<file path="src/cdr_regs_pkg.sv">
// Constants, types and register map of the receiver control/status bank.
// Assumes one system clock; the core status lines come from another domain.
package cdr_regs_pkg;

  // Two-wire serial port.
  localparam logic [6:0] SERIAL_ADDR_DEFAULT = 7'h40; // Arbitrary value.
  localparam logic [3:0] BITS_PER_BYTE       = 4'h8;
  localparam logic [3:0] FIRST_TX_BIT        = 4'h1;

  // Register offsets.
  localparam logic [7:0] OFF_STATUS        = 8'h04;
  localparam logic [7:0] OFF_LOCK_SRC_RB   = 8'h05;
  localparam logic [7:0] OFF_LOCK_LOSS_RB  = 8'h06;
  localparam logic [7:0] OFF_LOCK_SRC      = 8'h08;
  localparam logic [7:0] OFF_LOCK_LOSS     = 8'h09;
  localparam logic [7:0] OFF_SQUELCH       = 8'h11;
  localparam logic [7:0] OFF_ERR_CTRL_A    = 8'h1E;
  localparam logic [7:0] OFF_ERR_STATUS    = 8'h20;
  localparam logic [7:0] OFF_ERR_BYTE      = 8'h21;
  localparam logic [7:0] OFF_ERR_CONV      = 8'h24;
  localparam logic [7:0] OFF_UPPER_LIMIT   = 8'h35;
  localparam logic [7:0] OFF_LOWER_LIMIT   = 8'h36;
  localparam logic [7:0] OFF_PHASE         = 8'h37;
  localparam logic [7:0] OFF_LIMIT_LSB     = 8'h39;

  localparam logic [7:0] REG_RESET         = 8'h00;
  localparam logic [7:0] UNMAPPED_READ     = 8'h00;

  // Field positions.
  localparam int BIT_LOCK_REF    = 0;
  localparam int BIT_MEASURE     = 1;
  localparam int BIT_CLR_MEAS    = 3;
  localparam int BIT_FREQ_ACQ    = 5;
  localparam int BIT_CLR_LOCK    = 6;
  localparam int BIT_PIN_CFG     = 7;
  localparam int BIT_SQUELCH     = 1;
  localparam int BIT_SIG_POL     = 2;
  localparam int BIT_ERR_START   = 3;
  localparam int ST_SIG_LOST     = 5;
  localparam int ST_STICKY       = 4;
  localparam int ST_ACQUIRING    = 3;
  localparam int ST_MEAS_DONE    = 2;
  localparam int ST_ERR_DONE     = 0;
  localparam int LIMIT_LSB_UPPER = 1;
  localparam int LIMIT_LSB_LOWER = 0;
  localparam int BYTE_SEL_HI     = 2;
  localparam int WINDOW_LO       = 5;
  localparam int WINDOW_HI       = 7;
  localparam int PHASE_W         = 6;

  // Sample phase: one code step is 1/60 UI.
  localparam int PHASE_STEPS_PER_UI = 60;
  localparam logic signed [5:0] PHASE_MIN = -6'sd30;
  localparam logic signed [5:0] PHASE_MAX = 6'sd30;

  typedef enum logic [2:0] {
    SER_IDLE, SER_RX, SER_ACK, SER_TX, SER_TXACK
  } serState_e;

  // Level status lines from the recovery core.
  typedef struct packed {
    logic signalLost;
    logic lockLost;
    logic acquiring;
    logic rateDone;
    logic errDone;
  } coreStatus_s;

  // Controls to the recovery core.
  typedef struct packed {
    logic       lockToRef;
    logic       measureStart;
    logic       freqAcqStart;
    logic       squelchEither;
    logic       sigLossActiveLow;
    logic [5:0] phaseCode;
    logic [2:0] errWindowSel;
    logic       errStart;
    logic [8:0] upperRateLimit;
    logic [8:0] lowerRateLimit;
  } coreCtrl_s;

endpackage

</file>
<file path="src/cdr_control_status_regs.sv">
// Control and status register bank of the clock and data recovery
// receiver, reached from a host over the two-wire serial port.
// Assumes scl and sda are open-drain pins resolved outside this module
// and that the core status lines are asynchronous levels.
`timescale 1ns/1ps
`default_nettype none

// Operation
// - Sample phase code limited to -30..+30
// - One phase step is 1/60 UI
// - Status bit 5 shows signal loss
// - Status bit 4 sticky lock-loss flag
// - Status bit 2 set when rate measured
// - Control A bit 0 selects lock source
// - Control B bit 7 configures lock-loss pin
// - Control B bit 6 pulse clears sticky
// - Control B bit 3 pulse clears done
// - Control C bit 1 selects squelch mode
// - Error status bit 0 marks measurement end
module cdr_control_status_regs #(
  parameter logic [6:0] DEV_ADDR = cdr_regs_pkg::SERIAL_ADDR_DEFAULT,
  parameter int         TALLY_W  = 40
) (
  // Clock and reset
  input  wire logic                     clk_sys,
  input  wire logic                     nrst,
  // Serial port pins
  input  wire logic                     sclIn,
  input  wire logic                     sdaIn,
  output logic                          sdaOut,
  output logic                          sdaOe,
  // Recovery core status
  input  wire cdr_regs_pkg::coreStatus_s coreStatus,
  input  wire logic [TALLY_W-1:0]       errTally,
  input  wire logic [5:0]               errConverterCode,
  // Recovery core controls
  output cdr_regs_pkg::coreCtrl_s       coreCtrl,
  output logic                          lockLossPin
);
  import cdr_regs_pkg::*;

  localparam int TALLY_BYTES = TALLY_W / 8;

  function automatic logic [5:0] clampPhase(input logic [5:0] code);
    logic signed [5:0] s;
    s = signed'(code);
    if (s < PHASE_MIN) clampPhase = PHASE_MIN;
    else if (s > PHASE_MAX) clampPhase = PHASE_MAX;
    else clampPhase = code;
  endfunction

  // Synchronisers: the first stage feeds only the second.
  logic        sclMeta, sclSync, sclPrev;
  logic        sdaMeta, sdaSync, sdaPrev;
  coreStatus_s stMeta, stSync, stPrev;
  logic [TALLY_W-1:0] tallyMeta, tallySync;
  logic [5:0]  convMeta, convSync;

  always_ff @(posedge clk_sys or negedge nrst) begin
    if (!nrst) begin
      sclMeta <= 1'b1;
      sclSync <= 1'b1;
      sclPrev <= 1'b1;
      sdaMeta <= 1'b1;
      sdaSync <= 1'b1;
      sdaPrev <= 1'b1;
    end else begin
      sclMeta <= sclIn;
      sclSync <= sclMeta;
      sclPrev <= sclSync;
      sdaMeta <= sdaIn;
      sdaSync <= sdaMeta;
      sdaPrev <= sdaSync;
    end
  end

  // The tally and converter code are quasi-static while being read.
  always_ff @(posedge clk_sys or negedge nrst) begin
    if (!nrst) begin
      stMeta    <= '0;
      stSync    <= '0;
      stPrev    <= '0;
      tallyMeta <= '0;
      tallySync <= '0;
      convMeta  <= '0;
      convSync  <= '0;
    end else begin
      stMeta    <= coreStatus;
      stSync    <= stMeta;
      stPrev    <= stSync;
      tallyMeta <= errTally;
      tallySync <= tallyMeta;
      convMeta  <= errConverterCode;
      convSync  <= convMeta;
    end
  end

  logic sclRise, sclFall, startCond, stopCond;
  assign sclRise   = sclSync && !sclPrev;
  assign sclFall   = !sclSync && sclPrev;
  assign startCond = sclSync && sclPrev && sdaPrev && !sdaSync;
  assign stopCond  = sclSync && sclPrev && !sdaPrev && sdaSync;

  // Register state.
  logic [7:0] lockSrcReg, lockLossReg, squelchReg, errCtrlReg;
  logic [7:0] upperReg, lowerReg, limitLsbReg, phaseReg;
  logic       lockStickyReg, rateDoneReg, errDoneReg;
  logic       wrEnReg;
  logic [7:0] wrAddrReg, wrDataReg;

  // Serial engine state.
  serState_e  state;
  logic [3:0] bitCnt;
  logic [7:0] shiftReg, txReg, ptrReg;
  logic       isAddr, readMode, havePtr, masterAck;
  logic [7:0] readData, statusByte, tallyByte;

  always_comb begin
    statusByte = REG_RESET;
    statusByte[ST_SIG_LOST]  = stSync.signalLost;
    statusByte[ST_STICKY]    = lockStickyReg;
    statusByte[ST_ACQUIRING] = stSync.acquiring;
    statusByte[ST_MEAS_DONE] = rateDoneReg;
  end

  always_comb begin
    tallyByte = UNMAPPED_READ;
    for (int i = 0; i < TALLY_BYTES; i++) begin
      if (errCtrlReg[BYTE_SEL_HI:0] == 3'(i)) tallyByte = tallySync[i*8 +: 8];
    end
  end

  always_comb begin
    readData = UNMAPPED_READ;
    unique case (ptrReg)
      OFF_STATUS:       readData = statusByte;
      OFF_LOCK_SRC_RB:  readData = lockSrcReg;
      OFF_LOCK_LOSS_RB: readData = lockLossReg;
      OFF_ERR_STATUS:   readData = {7'h00, errDoneReg};
      OFF_ERR_BYTE:     readData = tallyByte;
      OFF_ERR_CONV:     readData = {2'h0, convSync};
      default:          readData = UNMAPPED_READ;
    endcase
  end

  // Serial slave: shift on scl rise, drive sda after scl fall.
  always_ff @(posedge clk_sys or negedge nrst) begin
    if (!nrst) begin
      state     <= SER_IDLE;
      bitCnt    <= 4'h0;
      shiftReg  <= 8'h00;
      txReg     <= 8'h00;
      ptrReg    <= 8'h00;
      isAddr    <= 1'b0;
      readMode  <= 1'b0;
      havePtr   <= 1'b0;
      masterAck <= 1'b0;
      sdaOe     <= 1'b0;
      wrEnReg   <= 1'b0;
      wrAddrReg <= 8'h00;
      wrDataReg <= 8'h00;
    end else begin
      wrEnReg <= 1'b0;
      if (startCond) begin
        state  <= SER_RX;
        bitCnt <= 4'h0;
        isAddr <= 1'b1;
        sdaOe  <= 1'b0;
      end else if (stopCond) begin
        state <= SER_IDLE;
        sdaOe <= 1'b0;
      end else begin
        unique case (state)
          SER_IDLE: begin
          end
          SER_RX: begin
            if (sclRise) begin
              shiftReg <= {shiftReg[6:0], sdaSync};
              bitCnt   <= bitCnt + 4'h1;
            end else if (sclFall && bitCnt == BITS_PER_BYTE) begin
              bitCnt <= 4'h0;
              if (isAddr) begin
                if (shiftReg[7:1] == DEV_ADDR) begin
                  readMode <= shiftReg[0];
                  havePtr  <= shiftReg[0] && havePtr;
                  sdaOe    <= 1'b1;
                  state    <= SER_ACK;
                end else begin
                  state <= SER_IDLE;
                end
              end else if (!havePtr) begin
                ptrReg  <= shiftReg;
                havePtr <= 1'b1;
                sdaOe   <= 1'b1;
                state   <= SER_ACK;
              end else begin
                wrEnReg   <= 1'b1;
                wrAddrReg <= ptrReg;
                wrDataReg <= shiftReg;
                ptrReg    <= ptrReg + 8'h01;
                sdaOe     <= 1'b1;
                state     <= SER_ACK;
              end
            end
          end
          SER_ACK: begin
            if (sclFall) begin
              isAddr <= 1'b0;
              if (readMode) begin
                txReg  <= readData;
                ptrReg <= ptrReg + 8'h01;
                sdaOe  <= !readData[7];
                bitCnt <= FIRST_TX_BIT;
                state  <= SER_TX;
              end else begin
                sdaOe <= 1'b0;
                state <= SER_RX;
              end
            end
          end
          SER_TX: begin
            if (sclFall) begin
              if (bitCnt == BITS_PER_BYTE) begin
                sdaOe <= 1'b0;
                state <= SER_TXACK;
              end else begin
                txReg  <= {txReg[6:0], 1'b0};
                sdaOe  <= !txReg[6];
                bitCnt <= bitCnt + 4'h1;
              end
            end
          end
          SER_TXACK: begin
            if (sclRise) begin
              masterAck <= !sdaSync;
            end else if (sclFall) begin
              if (masterAck) begin
                txReg  <= readData;
                ptrReg <= ptrReg + 8'h01;
                sdaOe  <= !readData[7];
                bitCnt <= FIRST_TX_BIT;
                state  <= SER_TX;
              end else begin
                state <= SER_IDLE;
              end
            end
          end
        endcase
      end
    end
  end

  // Open drain: the pin is only ever pulled low.
  always_ff @(posedge clk_sys or negedge nrst) begin
    if (!nrst) sdaOut <= 1'b0;
    else sdaOut <= 1'b0;
  end

  // Write decode and one-shot events.
  logic wrLockSrc, wrLockLoss, wrErrCtrl;
  logic measReq, clrLock, clrMeas, freqAcq, errStart;
  logic lockEvent, rateEvent, errEvent;
  assign wrLockSrc  = wrEnReg && wrAddrReg == OFF_LOCK_SRC;
  assign wrLockLoss = wrEnReg && wrAddrReg == OFF_LOCK_LOSS;
  assign wrErrCtrl  = wrEnReg && wrAddrReg == OFF_ERR_CTRL_A;
  assign measReq    = wrLockSrc && wrDataReg[BIT_MEASURE];
  assign clrLock    = wrLockLoss && lockLossReg[BIT_CLR_LOCK]
                      && !wrDataReg[BIT_CLR_LOCK];
  assign clrMeas    = wrLockLoss && lockLossReg[BIT_CLR_MEAS]
                      && !wrDataReg[BIT_CLR_MEAS];
  assign freqAcq    = wrLockLoss && lockLossReg[BIT_FREQ_ACQ]
                      && !wrDataReg[BIT_FREQ_ACQ];
  assign errStart   = wrErrCtrl && errCtrlReg[BIT_ERR_START]
                      && !wrDataReg[BIT_ERR_START];
  assign lockEvent  = stSync.lockLost && !stPrev.lockLost;
  assign rateEvent  = stSync.rateDone && !stPrev.rateDone;
  assign errEvent   = stSync.errDone && !stPrev.errDone;

  // Unused bits are stored as written, except phase bits 7:6, which are stored as zero; the host keeps them zero.
  always_ff @(posedge clk_sys or negedge nrst) begin
    if (!nrst) begin
      lockSrcReg  <= REG_RESET;
      lockLossReg <= REG_RESET;
      squelchReg  <= REG_RESET;
      errCtrlReg  <= REG_RESET;
      upperReg    <= REG_RESET;
      lowerReg    <= REG_RESET;
      limitLsbReg <= REG_RESET;
      phaseReg    <= REG_RESET;
    end else if (wrEnReg) begin
      unique case (wrAddrReg)
        OFF_LOCK_SRC:    lockSrcReg  <= wrDataReg;
        OFF_LOCK_LOSS:   lockLossReg <= wrDataReg;
        OFF_SQUELCH:     squelchReg  <= wrDataReg;
        OFF_ERR_CTRL_A:  errCtrlReg  <= wrDataReg;
        OFF_UPPER_LIMIT: upperReg    <= wrDataReg;
        OFF_LOWER_LIMIT: lowerReg    <= wrDataReg;
        OFF_LIMIT_LSB:   limitLsbReg <= wrDataReg;
        OFF_PHASE:       phaseReg    <= {2'h0, clampPhase(wrDataReg[5:0])};
        default: begin
        end
      endcase
    end
  end

  // Sticky flags: a hardware event in the clearing cycle wins.
  always_ff @(posedge clk_sys or negedge nrst) begin
    if (!nrst) begin
      lockStickyReg <= 1'b0;
      rateDoneReg   <= 1'b0;
      errDoneReg    <= 1'b0;
    end else begin
      if (lockEvent) lockStickyReg <= 1'b1;
      else if (clrLock) lockStickyReg <= 1'b0;
      if (rateEvent) rateDoneReg <= 1'b1;
      else if (clrMeas || measReq) rateDoneReg <= 1'b0;
      if (errEvent) errDoneReg <= 1'b1;
      else if (errStart) errDoneReg <= 1'b0;
    end
  end

  // Core controls and the lock-loss pin, all registered.
  always_ff @(posedge clk_sys or negedge nrst) begin
    if (!nrst) begin
      coreCtrl    <= '0;
      lockLossPin <= 1'b0;
    end else begin
      coreCtrl.lockToRef        <= lockSrcReg[BIT_LOCK_REF];
      coreCtrl.measureStart     <= measReq;
      coreCtrl.freqAcqStart     <= freqAcq;
      coreCtrl.squelchEither    <= squelchReg[BIT_SQUELCH];
      coreCtrl.sigLossActiveLow <= squelchReg[BIT_SIG_POL];
      coreCtrl.phaseCode        <= phaseReg[5:0];
      coreCtrl.errWindowSel     <= errCtrlReg[WINDOW_HI:WINDOW_LO];
      coreCtrl.errStart         <= errStart;
      coreCtrl.upperRateLimit   <= {upperReg, limitLsbReg[LIMIT_LSB_UPPER]};
      coreCtrl.lowerRateLimit   <= {lowerReg, limitLsbReg[LIMIT_LSB_LOWER]};
      lockLossPin <= lockLossReg[BIT_PIN_CFG] ? lockStickyReg
                                              : stSync.lockLost;
    end
  end
endmodule // cdr_control_status_regs
`default_nettype wire

</file>
<file path="config.mk">
export PLATFORM = sky130hd
export DESIGN_NAME = cdr_control_status_regs
export DESIGN_NICKNAME = d
export VERILOG_FILES = /design/src/cdr_regs_pkg.sv /design/src/cdr_control_status_regs.sv
export SDC_FILE = /design/constraint.sdc
export NUM_CORES = 1
export LEC_CHECK = 0
export BUFFER_PORTS_ARGS = -buffer_cell sky130_fd_sc_hd__buf_2
export CAP_MARGIN = 30
export CORE_MARGIN = 2
export CORE_UTILIZATION = 50
export DETAILED_ROUTE_END_ITERATION = 12
export PLACE_DENSITY = 0.69
export SYNTH_ARGS = -nofsm -noshare
export SYNTH_HDL_FRONTEND = slang
export SYNTH_SLANG_ARGS = --single-unit
</file>
<file path="constraint.sdc">
create_clock -name clk_sys -period 2.8 [get_ports clk_sys]
set_clock_uncertainty 0.15 [all_clocks]
set_input_delay 0.14 -clock clk_sys [delete_from_list [all_inputs] [get_ports clk_sys]]
set_output_delay 0.14 -clock clk_sys [all_outputs]
set_load 0.005 [all_outputs]
</file>
==> results of run 1 <==
-- layer usage --
metal  track usage  up-vias
li1              -     2661
met1        0.2721     2924
met2        0.3322      186
met3       0.03407       33
met4       0.05947        0
met5             0        -
-- worst max-delay path by stage --
stage,slack (ps),depth (start not counted),to,start
after floorplan,760,7,state[1]$_DFFE_PN0P_,bitCnt[0]$_DFFE_PN0P_
after global placement,560,7,state[2]$_DFFE_PN0P_,bitCnt[0]$_DFFE_PN0P_
after detailed placement,530,7,state[2]$_DFFE_PN0P_,bitCnt[0]$_DFFE_PN0P_
after CTS,510,7,state[2]$_DFFE_PN0P_,bitCnt[0]$_DFFE_PN0P_
after global routing,300,5,ptrReg[5]$_DFFE_PN0P_,state[1]$_DFFE_PN0P_
final,490,7,state[2]$_DFFE_PN0P_,bitCnt[0]$_DFFE_PN0P_
-- critical path, delay by kind of cell, from the launching register on --
family	cells	cell delay [ps]
mux	1	370
fa+ha+maj	1	150
buf+inv	1	110
simple gates	1	160
compound gates	3	840
flops	1	420
-- area by class of cell --
class | instances | area, um2 | area share
clock buffers | 32 | 671.9 | 0.05955
clock inverters | 12 | 131.4 | 0.01164
inverters | 20 | 75.07 | 0.006654
multi-input cells | 358 | 2760 | 0.2446
flip-flops and latches | 249 | 6238 | 0.5530
well taps | 229 | 286.5 | 0.02540
repair buffers | 156 | 1119 | 0.09915
-- report_power, final --
group          switching (mW)  internal (mW)
registers               0.343           3.88
logic                   0.907          0.659
clock network            1.34           1.89
total                    2.59           6.43
-- metrics by stage --
stage	instance area, um2	setup slack (ps)	utilization	power (mW)	hold slack, ps
CTS	11280	510.9	0.6259	9.084	64.69
global placement	9938	559.3	0.5514	5.702	7.171
floorplan	9209	761.3	-	5.367	-305.6
finish	11280	494.1	0.6259	9.018	32.37
detailed placement	9938	533.1	0.5514	5.766	20.94
global route	11280	302.5	0.6259	9.485	86.77
-- synth_stat cells (5+ instances only) --
master	n
a22oi_1	11
nor2_1	23
inv_1	19
mux2i_1	18
nor3_1	5
nand2_1	25
o2bb2ai_1	12
ha_1	6
o21ai_0	25
dfstp_2	6
nand3_1	18
clkbuf_1	10
nor2b_1	6
a2bb2oi_1	6
mux2_2	74
a21oi_1	16
dfrtp_1	243
buf_2	9
o211ai_1	5
nand3b_1	6
nand2b_1	12
a31oi_1	11
o22ai_1	9
nor3b_1	5
-- timing repair --
item / CTS / global route
endpoints found under the hold margin: 266 / 0
endpoints found under the setup margin: 0 / 0
hold buffers: 54 / 0
-- kinds of logic (layout without fill, tap and decap cells) --
kind of cell,after synthesis,in the layout,share of synthesized area
flops,249,249,0.6774
simple gates,134,134,0.08438
compound gates,122,122,0.09321
mux,93,93,0.1117
buf+inv,47,220,0.02282
fa+ha+maj,6,6,0.008152
xor+xnor,2,2,0.001903
other cells,1,1,0.0004072
==> run metrics, run 1 <==
status=complete, no violations; fillers=1350; yosys warns=0; Hold Vio Cnt, Final=0; Regs by FF count=tallyMeta (40), tallySync (40), coreCtrl (33); Syn Nets=715; slew margin rel.=0.5037; WP data arrival=2560 ps; CTS Root Cell=clkbuf_16; vias per cell=5.496; IO buf count=89; placed cell count=958; Synth top area share=0.6603; GR Overflow Total=0; final period utilization=0.8236; max_cap viols=0; Startpoint Class=flip-flop; post-DP HPWL=12150 um; max incr delay on CP=460 ps; Nets=871; DIE AREA=19520 um2; Non-Filler Instances=1056; worst-case reg-to-reg path depth=7; Setup Crit Path Kind=flip-flop to flip-flop; Die W=139.7 um; Area contributors post-synth=dfrtp_1 (66%), mux2_2 (9.0%), mux2i_1 (2.0%), dfstp_2 (1.7%), o21ai_0 (1.4%); gpl congestion=0.8536; critical path, cell by cell=inv_1 -> ha_1 -> nand3b_1 -> o32ai_1 -> a21oi_1 -> a211oi_2 -> mux2_2; FP Rows=49; Power Density=799.4 nW/um2; Routed Antenna Nets=0; postcts setup bufs=0; first-pass GRT wire length=31440 um; ys async rst share=1.000; Reg-to-Reg Start=bitCnt[0]$_DFFE_PN0P_; synth unique cells=71; area grow syn2layout=22.51%; Iter 0 DRT Violations=342; Hold Path Class=input pin to async pin; Final setup viols=0; setup_tns=0 ps; drt pass-1 iters=5; min Tclk post-route=2306 ps; clock latency on the worst-skew pair=530 ps; Worst Tran Pin Value=741.7 ps; Ant. Diodes=0; CP endpoint kind=flip-flop; CP max-delay cell=o32ai_1; WP data required=3060 ps; most frequent cells in the layout=dfrtp_1 (243), buf_2 (88), mux2_2 (74); Top Layer Used=met4; Static Leak=5.298 nW; Post-Syn Area per Cell=14.08 um2; Reg2Reg Capture Point=state[2]$_DFFE_PN0P_; Routed WL=18750 um; CTS Buf Count=25; area leader, netlist=dfrtp_1; synthesized area=9209 um2; commonest non-fill, non-tap cell in the layout=dfrtp_1; layout cell share with drive strength beyond 1=0.2830; die height=139.7 um; all-layer global routing usage=0.1994; sequential cell area fraction in the yosys report=0.6774; largest net degree at the start of global routing=81; TritonCTS sink count=249; Core Footprint=18020 um2; CTS tree=done; crit path max fanout=5; worst reg2reg setup slack=490 ps; # IOs=91; Final Max Slew Viols=0; RSZ-0062 raised after global routing=false; Cells after Synth=654; met2 WL=9138 um; routed wl met3=967 um; H-tree lvl count=1; Worst-path clk slew=60 ps; clock tree buffer depth=3; Initial Utilization=0.5109; vias in the first global route=6057; Max Clk Rate=433.7 MHz; DRC Markers=0; wl on met1=8192 um; Post-synth EDFFs=0; antenna violations before repair=0; Vias=5804; peak supply drop=495.3 uV; Primary FF master, synth=dfrtp_1; Routed wire per std cell=17.75 um; cts repair resizes=0; #FFs+latches synth=249
(Power assumes the default switching activity.)
==> inputs of run 2 (changes only) <==
- clock period: 2.8 -> 2.2 ns (I/O delays scaled with it)
==> run 2 against run 1 <==
  * Flip-flop and latch count unchanged
  * Critical path type unchanged
  * Total power grew 31%
  * Via count is 0.67% higher
  * Sequential share of layout area shrank 1.8 points
  * Die area is the same
  * First-iteration DRC count is 4.1% higher
  * Sequential power up 27%
  * Maximum frequency up 9.2%
  * Routed wire length increased by 2.5%
==> run metrics, run 2 (synthesized netlist as in run 1, its figures left out) <==
status=complete, no violations (unchanged); GR Overflow Total=0 (unchanged); DRC Markers=0 (unchanged); Ant. Diodes=0 (unchanged); Static Leak=5.510 nW (was 5.298 nW); die height=139.7 um (unchanged); commonest non-fill, non-tap cell in the layout=dfrtp_1 (unchanged); Final setup viols=0 (unchanged); final instance area=11660 um2 (was 11280 um2); most frequent cells in the layout=dfrtp_1 (241), buf_2 (88), mux2_2 (72) (was dfrtp_1 (243), buf_2 (88), mux2_2 (74)); post-DP HPWL=12430 um (was 12150 um); Setup Crit Path Kind=flip-flop to flip-flop (unchanged); Hold Vio Cnt, Final=0 (unchanged); peak supply drop=814.7 uV (was 495.3 uV); CP endpoint kind=flip-flop (unchanged); DIE AREA=19520 um2 (unchanged); vias per cell=5.380 (was 5.496); Initial Utilization=0.5109 (unchanged); vias in the first global route=6279 (was 6057); setup_tns=0 ps (unchanged); max_cap viols=0 (unchanged); Iter 0 DRT Violations=356 (was 342); Worst-path clk slew=60 ps (about the same); Startpoint Class=flip-flop (unchanged); Routed WL=19220 um (was 18750 um); Non-Filler Instances=1086 (was 1056); gpl congestion=0.8527 (was 0.8536); placed cell areas=10160 um2 (was 9938 um2); slew margin rel.=0.5879 (was 0.5037); layout cell share with drive strength beyond 1=0.3291 (was 0.2830); Power Density=1016 nW/um2 (was 799.4 nW/um2); largest net degree at the start of global routing=79 (was 81); Final Max Slew Viols=0 (unchanged); Core Footprint=18020 um2 (unchanged); placed cell count=984 (was 958); Routed wire per std cell=17.70 um (was 17.75 um); H-tree lvl count=1 (unchanged); Die W=139.7 um (unchanged); CTS tree=done (unchanged); fin util=0.6467 (was 0.6259); area grow syn2layout=26.58% (was 22.51%); all-layer global routing usage=0.2013 (was 0.1994); # IOs=91 (unchanged); Hold Path Class=input pin to async pin (unchanged); antenna violations before repair=0 (unchanged); Hold Slack=63.45 ps (was 32.37 ps); drt pass-1 iters=4 (was 5); CTS Buf Count=25 (unchanged); crit path max fanout=9 (was 5); Max Clk Rate=473.6 MHz (was 433.7 MHz); WP data arrival=2360 ps (was 2560 ps); FP Rows=49 (unchanged); clock tree buffer depth=3 (unchanged); min Tclk post-route=2112 ps (was 2306 ps); IO buf count=89 (unchanged); CTS Root Cell=clkbuf_16 (unchanged); Final Total Pwr=11.85 mW (was 9.018 mW); TritonCTS sink count=249 (unchanged); Regs by FF count=tallyMeta (40), tallySync (40), coreCtrl (33) (unchanged); final period utilization=0.9598 (was 0.8236); Vias=5843 (was 5804); clock latency on the worst-skew pair=520 ps (was 530 ps); first-pass GRT wire length=32000 um (was 31440 um); setup ws final=88.49 ps (was 494.1 ps); Nets=900 (was 871); RSZ-0062 raised after global routing=true (was false); WP data required=2450 ps (was 3060 ps); Worst Tran Pin Value=616.8 ps (was 741.7 ps); Routed Antenna Nets=0 (unchanged); pre-CTS WS=-41.55 ps (was 533.1 ps)
==> run 2: changes by cell type in the layout (fill, tap and decap cells not counted), moves of 2 or more <==
cell / before / now
buf_4: 11 / 37
clkbuf_1: 5 / 2
clkbuf_8: 2 / 5
buf_12: 2 / 4
clkinv_4: 0 / 2
dfrtp_1: 243 / 241
dfrtp_2: 0 / 2
mux2_2: 74 / 72
mux2_4: 1 / 3
nand2b_1: 12 / 10
==> run 2: final timing paths <==
path | start | end | slack (ps) | cells after the start
worst min-delay path | nrst | phaseReg[5]$_DFFE_PN0P_ | 60 | 3
worst min register to register | tallyMeta[39]$_DFF_PN0_ | tallySync[39]$_DFF_PN0_ | 200 | 0
min in group clk_sys | coreStatus[4] | stMeta[4]$_DFF_PN0_ | 80 | 2
worst max-delay path | sclPrev$_DFF_PN1_ | state[2]$_DFFE_PN0P_ | 90 | 6
max in group asynchronous | nrst | rateDoneReg$_DFFE_PN0P_ | 1480 | 3
worst max register to register | sclPrev$_DFF_PN1_ | state[2]$_DFFE_PN0P_ | 90 | 6
==> run 2: per-layer routing <==
layer  wire length (um)  global-route usage
met3                799             0.03269
met5                  0                   0
met1               8323              0.2710
met2               9793              0.3451
met4                308             0.05105
==> run 2: cell type report <==
class | instances | area [um2]
clock buffer | 32 | 701.9
clock inverter | 13 | 117.6
fill | 1307 | 6369
inverter | 20 | 75.07
multi-input combinational | 358 | 2853
sequential | 249 | 6241
tap | 229 | 286.5
timing repair buffer | 185 | 1381
==> run 2: repair_timing <==
action	CTS	global route
setup endpoints to repair	10	42
hold buffers	55	0
pin swaps	0	2
resized for setup	2	20
hold endpoints to repair	296	0
setup buffers	0	2
==> run 2: report_power, final <==
part	leakage, nW	total, mW	switching (mW)	internal (mW)
clock	0.406	4.10	1.71	2.39
sequential	3.16	5.34	0.400	4.94
combinational	1.95	2.41	1.29	1.12
total	5.51	11.8	3.40	8.44
==> run 2: critical path: stages (launching register included) <==
cell and delay (ps):
dfstp_2 630, nand2b_4 90, buf_4 150, o21ai_0 240, a21oi_2 90, a211oi_2 300, mux2_4 330
==> inputs of run 3 (changes only) <==
- SETUP_SLACK_MARGIN: not set -> 0.4
==> run 3 against run 2 <==
  * Total power up 6.0%
  * Via count grew 3.7%
  * Clock power barely moved
  * Sequential share of layout area is 2.7 points lower
  * Non-clock buffer count up 24
  * Die area unchanged
  * Combinational power grew 26%
  * The flow now finishes with violations (negative hold slack)
  * Design area grew 5.4%
  * Worst setup slack about the same
  * Worst hold slack got worse by 83 ps
  * Count of clock-buffer cells in the layout rose by 4
  * Sequential power increased by 1%
==> run metrics, run 3 (synthesized netlist as in run 1, its figures left out) <==
Net Sw Frac=0.3014 (was 0.2874); Setup Crit Path Kind=flip-flop to flip-flop (unchanged); largest net degree at the start of global routing=77 (was 79); WP data required=2470 ps (was 2450 ps); RSZ-0062 raised after global routing=true (unchanged); H-tree lvl count=1 (unchanged); Core Footprint=18020 um2 (unchanged); crit path max fanout=4 (was 9); most frequent cells in the layout=dfrtp_1 (234), buf_2 (88), dlygate4sd3_1 (54) (was dfrtp_1 (241), buf_2 (88), mux2_2 (72)); Hold Vio Cnt, Final=7 (was 0); status=complete, but fails checks (was complete, no violations); worst reg2reg setup slack=90 ps (about the same); Static Leak=5.704 nW (was 5.510 nW); Power Density=1022 nW/um2 (was 1016 nW/um2); Reg2Reg Capture Point=sdaOe$_DFFE_PN0P_ (was state[2]$_DFFE_PN0P_); commonest non-fill, non-tap cell in the layout=dfrtp_1 (unchanged); slew margin rel.=0.6032 (was 0.5879); CP endpoint kind=flip-flop (unchanged); Nets=926 (was 900); Iter 0 DRT Violations=384 (was 356); Internal Power=8.771 mW (was 8.444 mW); Hold Slack=-19.63 ps (was 63.45 ps); gpl congestion=0.8194 (was 0.8527); sequential power share=0.431 (was 0.450); setup_tns=0 ps (unchanged); antenna violations before repair=0 (unchanged); worst-case reg-to-reg path depth=5 (was 6); placed cell count=977 (was 984); clock tree buffer depth=3 (unchanged); CP startpoint=shiftReg[7]$_DFFE_PN0P_ (was sclPrev$_DFF_PN1_); Die W=139.7 um (unchanged); CTS tree=done (unchanged); vias in the first global route=6263 (was 6279); Worst-path clk slew=60 ps (about the same); Sw Pwr=3.784 mW (was 3.405 mW); Non-Filler Instances=1111 (was 1086); post-DP HPWL=12280 um (was 12430 um); die height=139.7 um (unchanged); Comb pwr share=0.242 (was 0.203); Regs by FF count=tallyMeta (40), tallySync (40), coreCtrl (33) (unchanged); Routed wire per std cell=18.22 um (was 17.70 um); Hold Path Class=input pin to async pin (unchanged); first-pass GRT wire length=32620 um (was 32000 um); FP Rows=49 (unchanged); DRC Markers=0 (unchanged); # IOs=91 (unchanged); WP data arrival=2380 ps (was 2360 ps); final period utilization=0.9597 (was 0.9598); Routed Antenna Nets=0 (unchanged); Routed WL=20240 um (was 19220 um); Reg-to-Reg Start=shiftReg[7]$_DFFE_PN0P_ (was sclPrev$_DFF_PN1_); IO buf count=89 (unchanged); min Tclk post-route=2111 ps (was 2112 ps); CTS Root Cell=clkbuf_16 (unchanged); peak supply drop=717.1 uV (was 814.7 uV); Final Max Slew Viols=0 (unchanged); vias per cell=5.454 (was 5.380); Final setup viols=0 (unchanged); CTS Buf Count=25 (unchanged); Initial Utilization=0.5109 (unchanged); clock latency on the worst-skew pair=530 ps (was 520 ps); max_cap viols=0 (unchanged); layout cell share with drive strength beyond 1=0.4127 (was 0.3291); Worst Tran Pin Value=595.3 ps (was 616.8 ps); area grow syn2layout=33.46% (was 26.58%); TritonCTS sink count=249 (unchanged); all-layer global routing usage=0.2063 (was 0.2013); GR Overflow Total=0 (unchanged); Startpoint Class=flip-flop (unchanged); Vias=6059 (was 5843); Clock power frac=0.327 (was 0.346); DIE AREA=19520 um2 (unchanged); drt pass-1 iters=4 (unchanged); failing checks=negative hold slack; Max Clk Rate=473.6 MHz (about the same); Ant. Diodes=0 (unchanged); fin util=0.6819 (was 0.6467)
[run 3: cell types whose count changed in the layout (fill, tap and decap cells not counted), moves of 5 or more]
cell      previous run  this run
dfrtp_1            241       234
buf_4               37        52
nor2_2               2         7
clkbuf_1             2         7
nor2_1              22        14
dfrtp_2              2         9
mux2_2              72        48
a22oi_2              0         6
a22oi_1             11         5
buf_6                0         7
mux2_4               3        27
[run 3: power groups by stage]
stage,Combinational [mW],Clock (mW),Sequential [mW]
6_report,3.04,4.11,5.41
5_1_grt,3.30,4.41,5.45
4_1_cts,2.70,4.18,5.39
3_5_place_dp,2.21,0,5.43
3_3_place_gp,2.14,0,5.42
2_1_floorplan,1.72,0,5.22
[run 3: how the worst max path moves through the flow]
stage                                  endpoint  slack (ps)  depth (start not counted)
final                         sdaOe$_DFFE_PN0P_          90                          5
after global routing      ptrReg[6]$_DFFE_PN0P_          10                          6
after CTS                  state[2]$_DFFE_PN0P_         110                          7
after detailed placement  bitCnt[3]$_DFFE_PN0P_          30                          5
after global placement    ptrReg[0]$_DFFE_PN0P_          40                          6
after floorplan           bitCnt[3]$_DFFE_PN0P_         280                          6
[run 3: critical path, stage by stage (launching register included)]
cell,delay (ps)
dfrtp_1,460
or4b_4,510
o41ai_4,330
o21ai_1,130
and2_1,160
o32ai_2,260
[run 3: layer usage]
layer | vias up | track usage | share of wire
li1 | 2779 | - | -
met1 | 3041 | 0.2823 | 0.44
met2 | 199 | 0.3379 | 0.49
met3 | 40 | 0.03476 | 0.050
met4 | 0 | 0.07211 | 0.026
met5 | - | 0 | 0
[run 3: cell type report]
type                    count  area (um2)
inverters                  20       77.57
repair buffers            209        1605
multi-input cells         360        3276
fillers                  1254        5734
flip-flops and latches    249        6250
clock inverters             8       88.84
clock buffers              36       706.9
well taps                 229       286.5
[run 3: through the flow]
step	worst slack [ps]	power, mW	instance area [um2]	hold WS, ps
global route	14.11	13.16	12290	42.95
finish	88.67	12.56	12290	-19.63
detailed placement	27.87	7.640	10190	-23.37
floorplan	279.5	6.935	9306	-335.6
global placement	42.68	7.555	10190	-32.06
CTS	108.4	12.27	11940	24.24
[run 3: what timing repair did]
item | CTS | global route
buffers inserted | 18 | 14
pin swaps | 26 | 20
gates resized for setup | 59 | 65
hold buffers | 54 | 0
setup endpoints to repair | 68 | 77
cloned | 3 | 1
endpoints found under the hold margin | 302 | 0
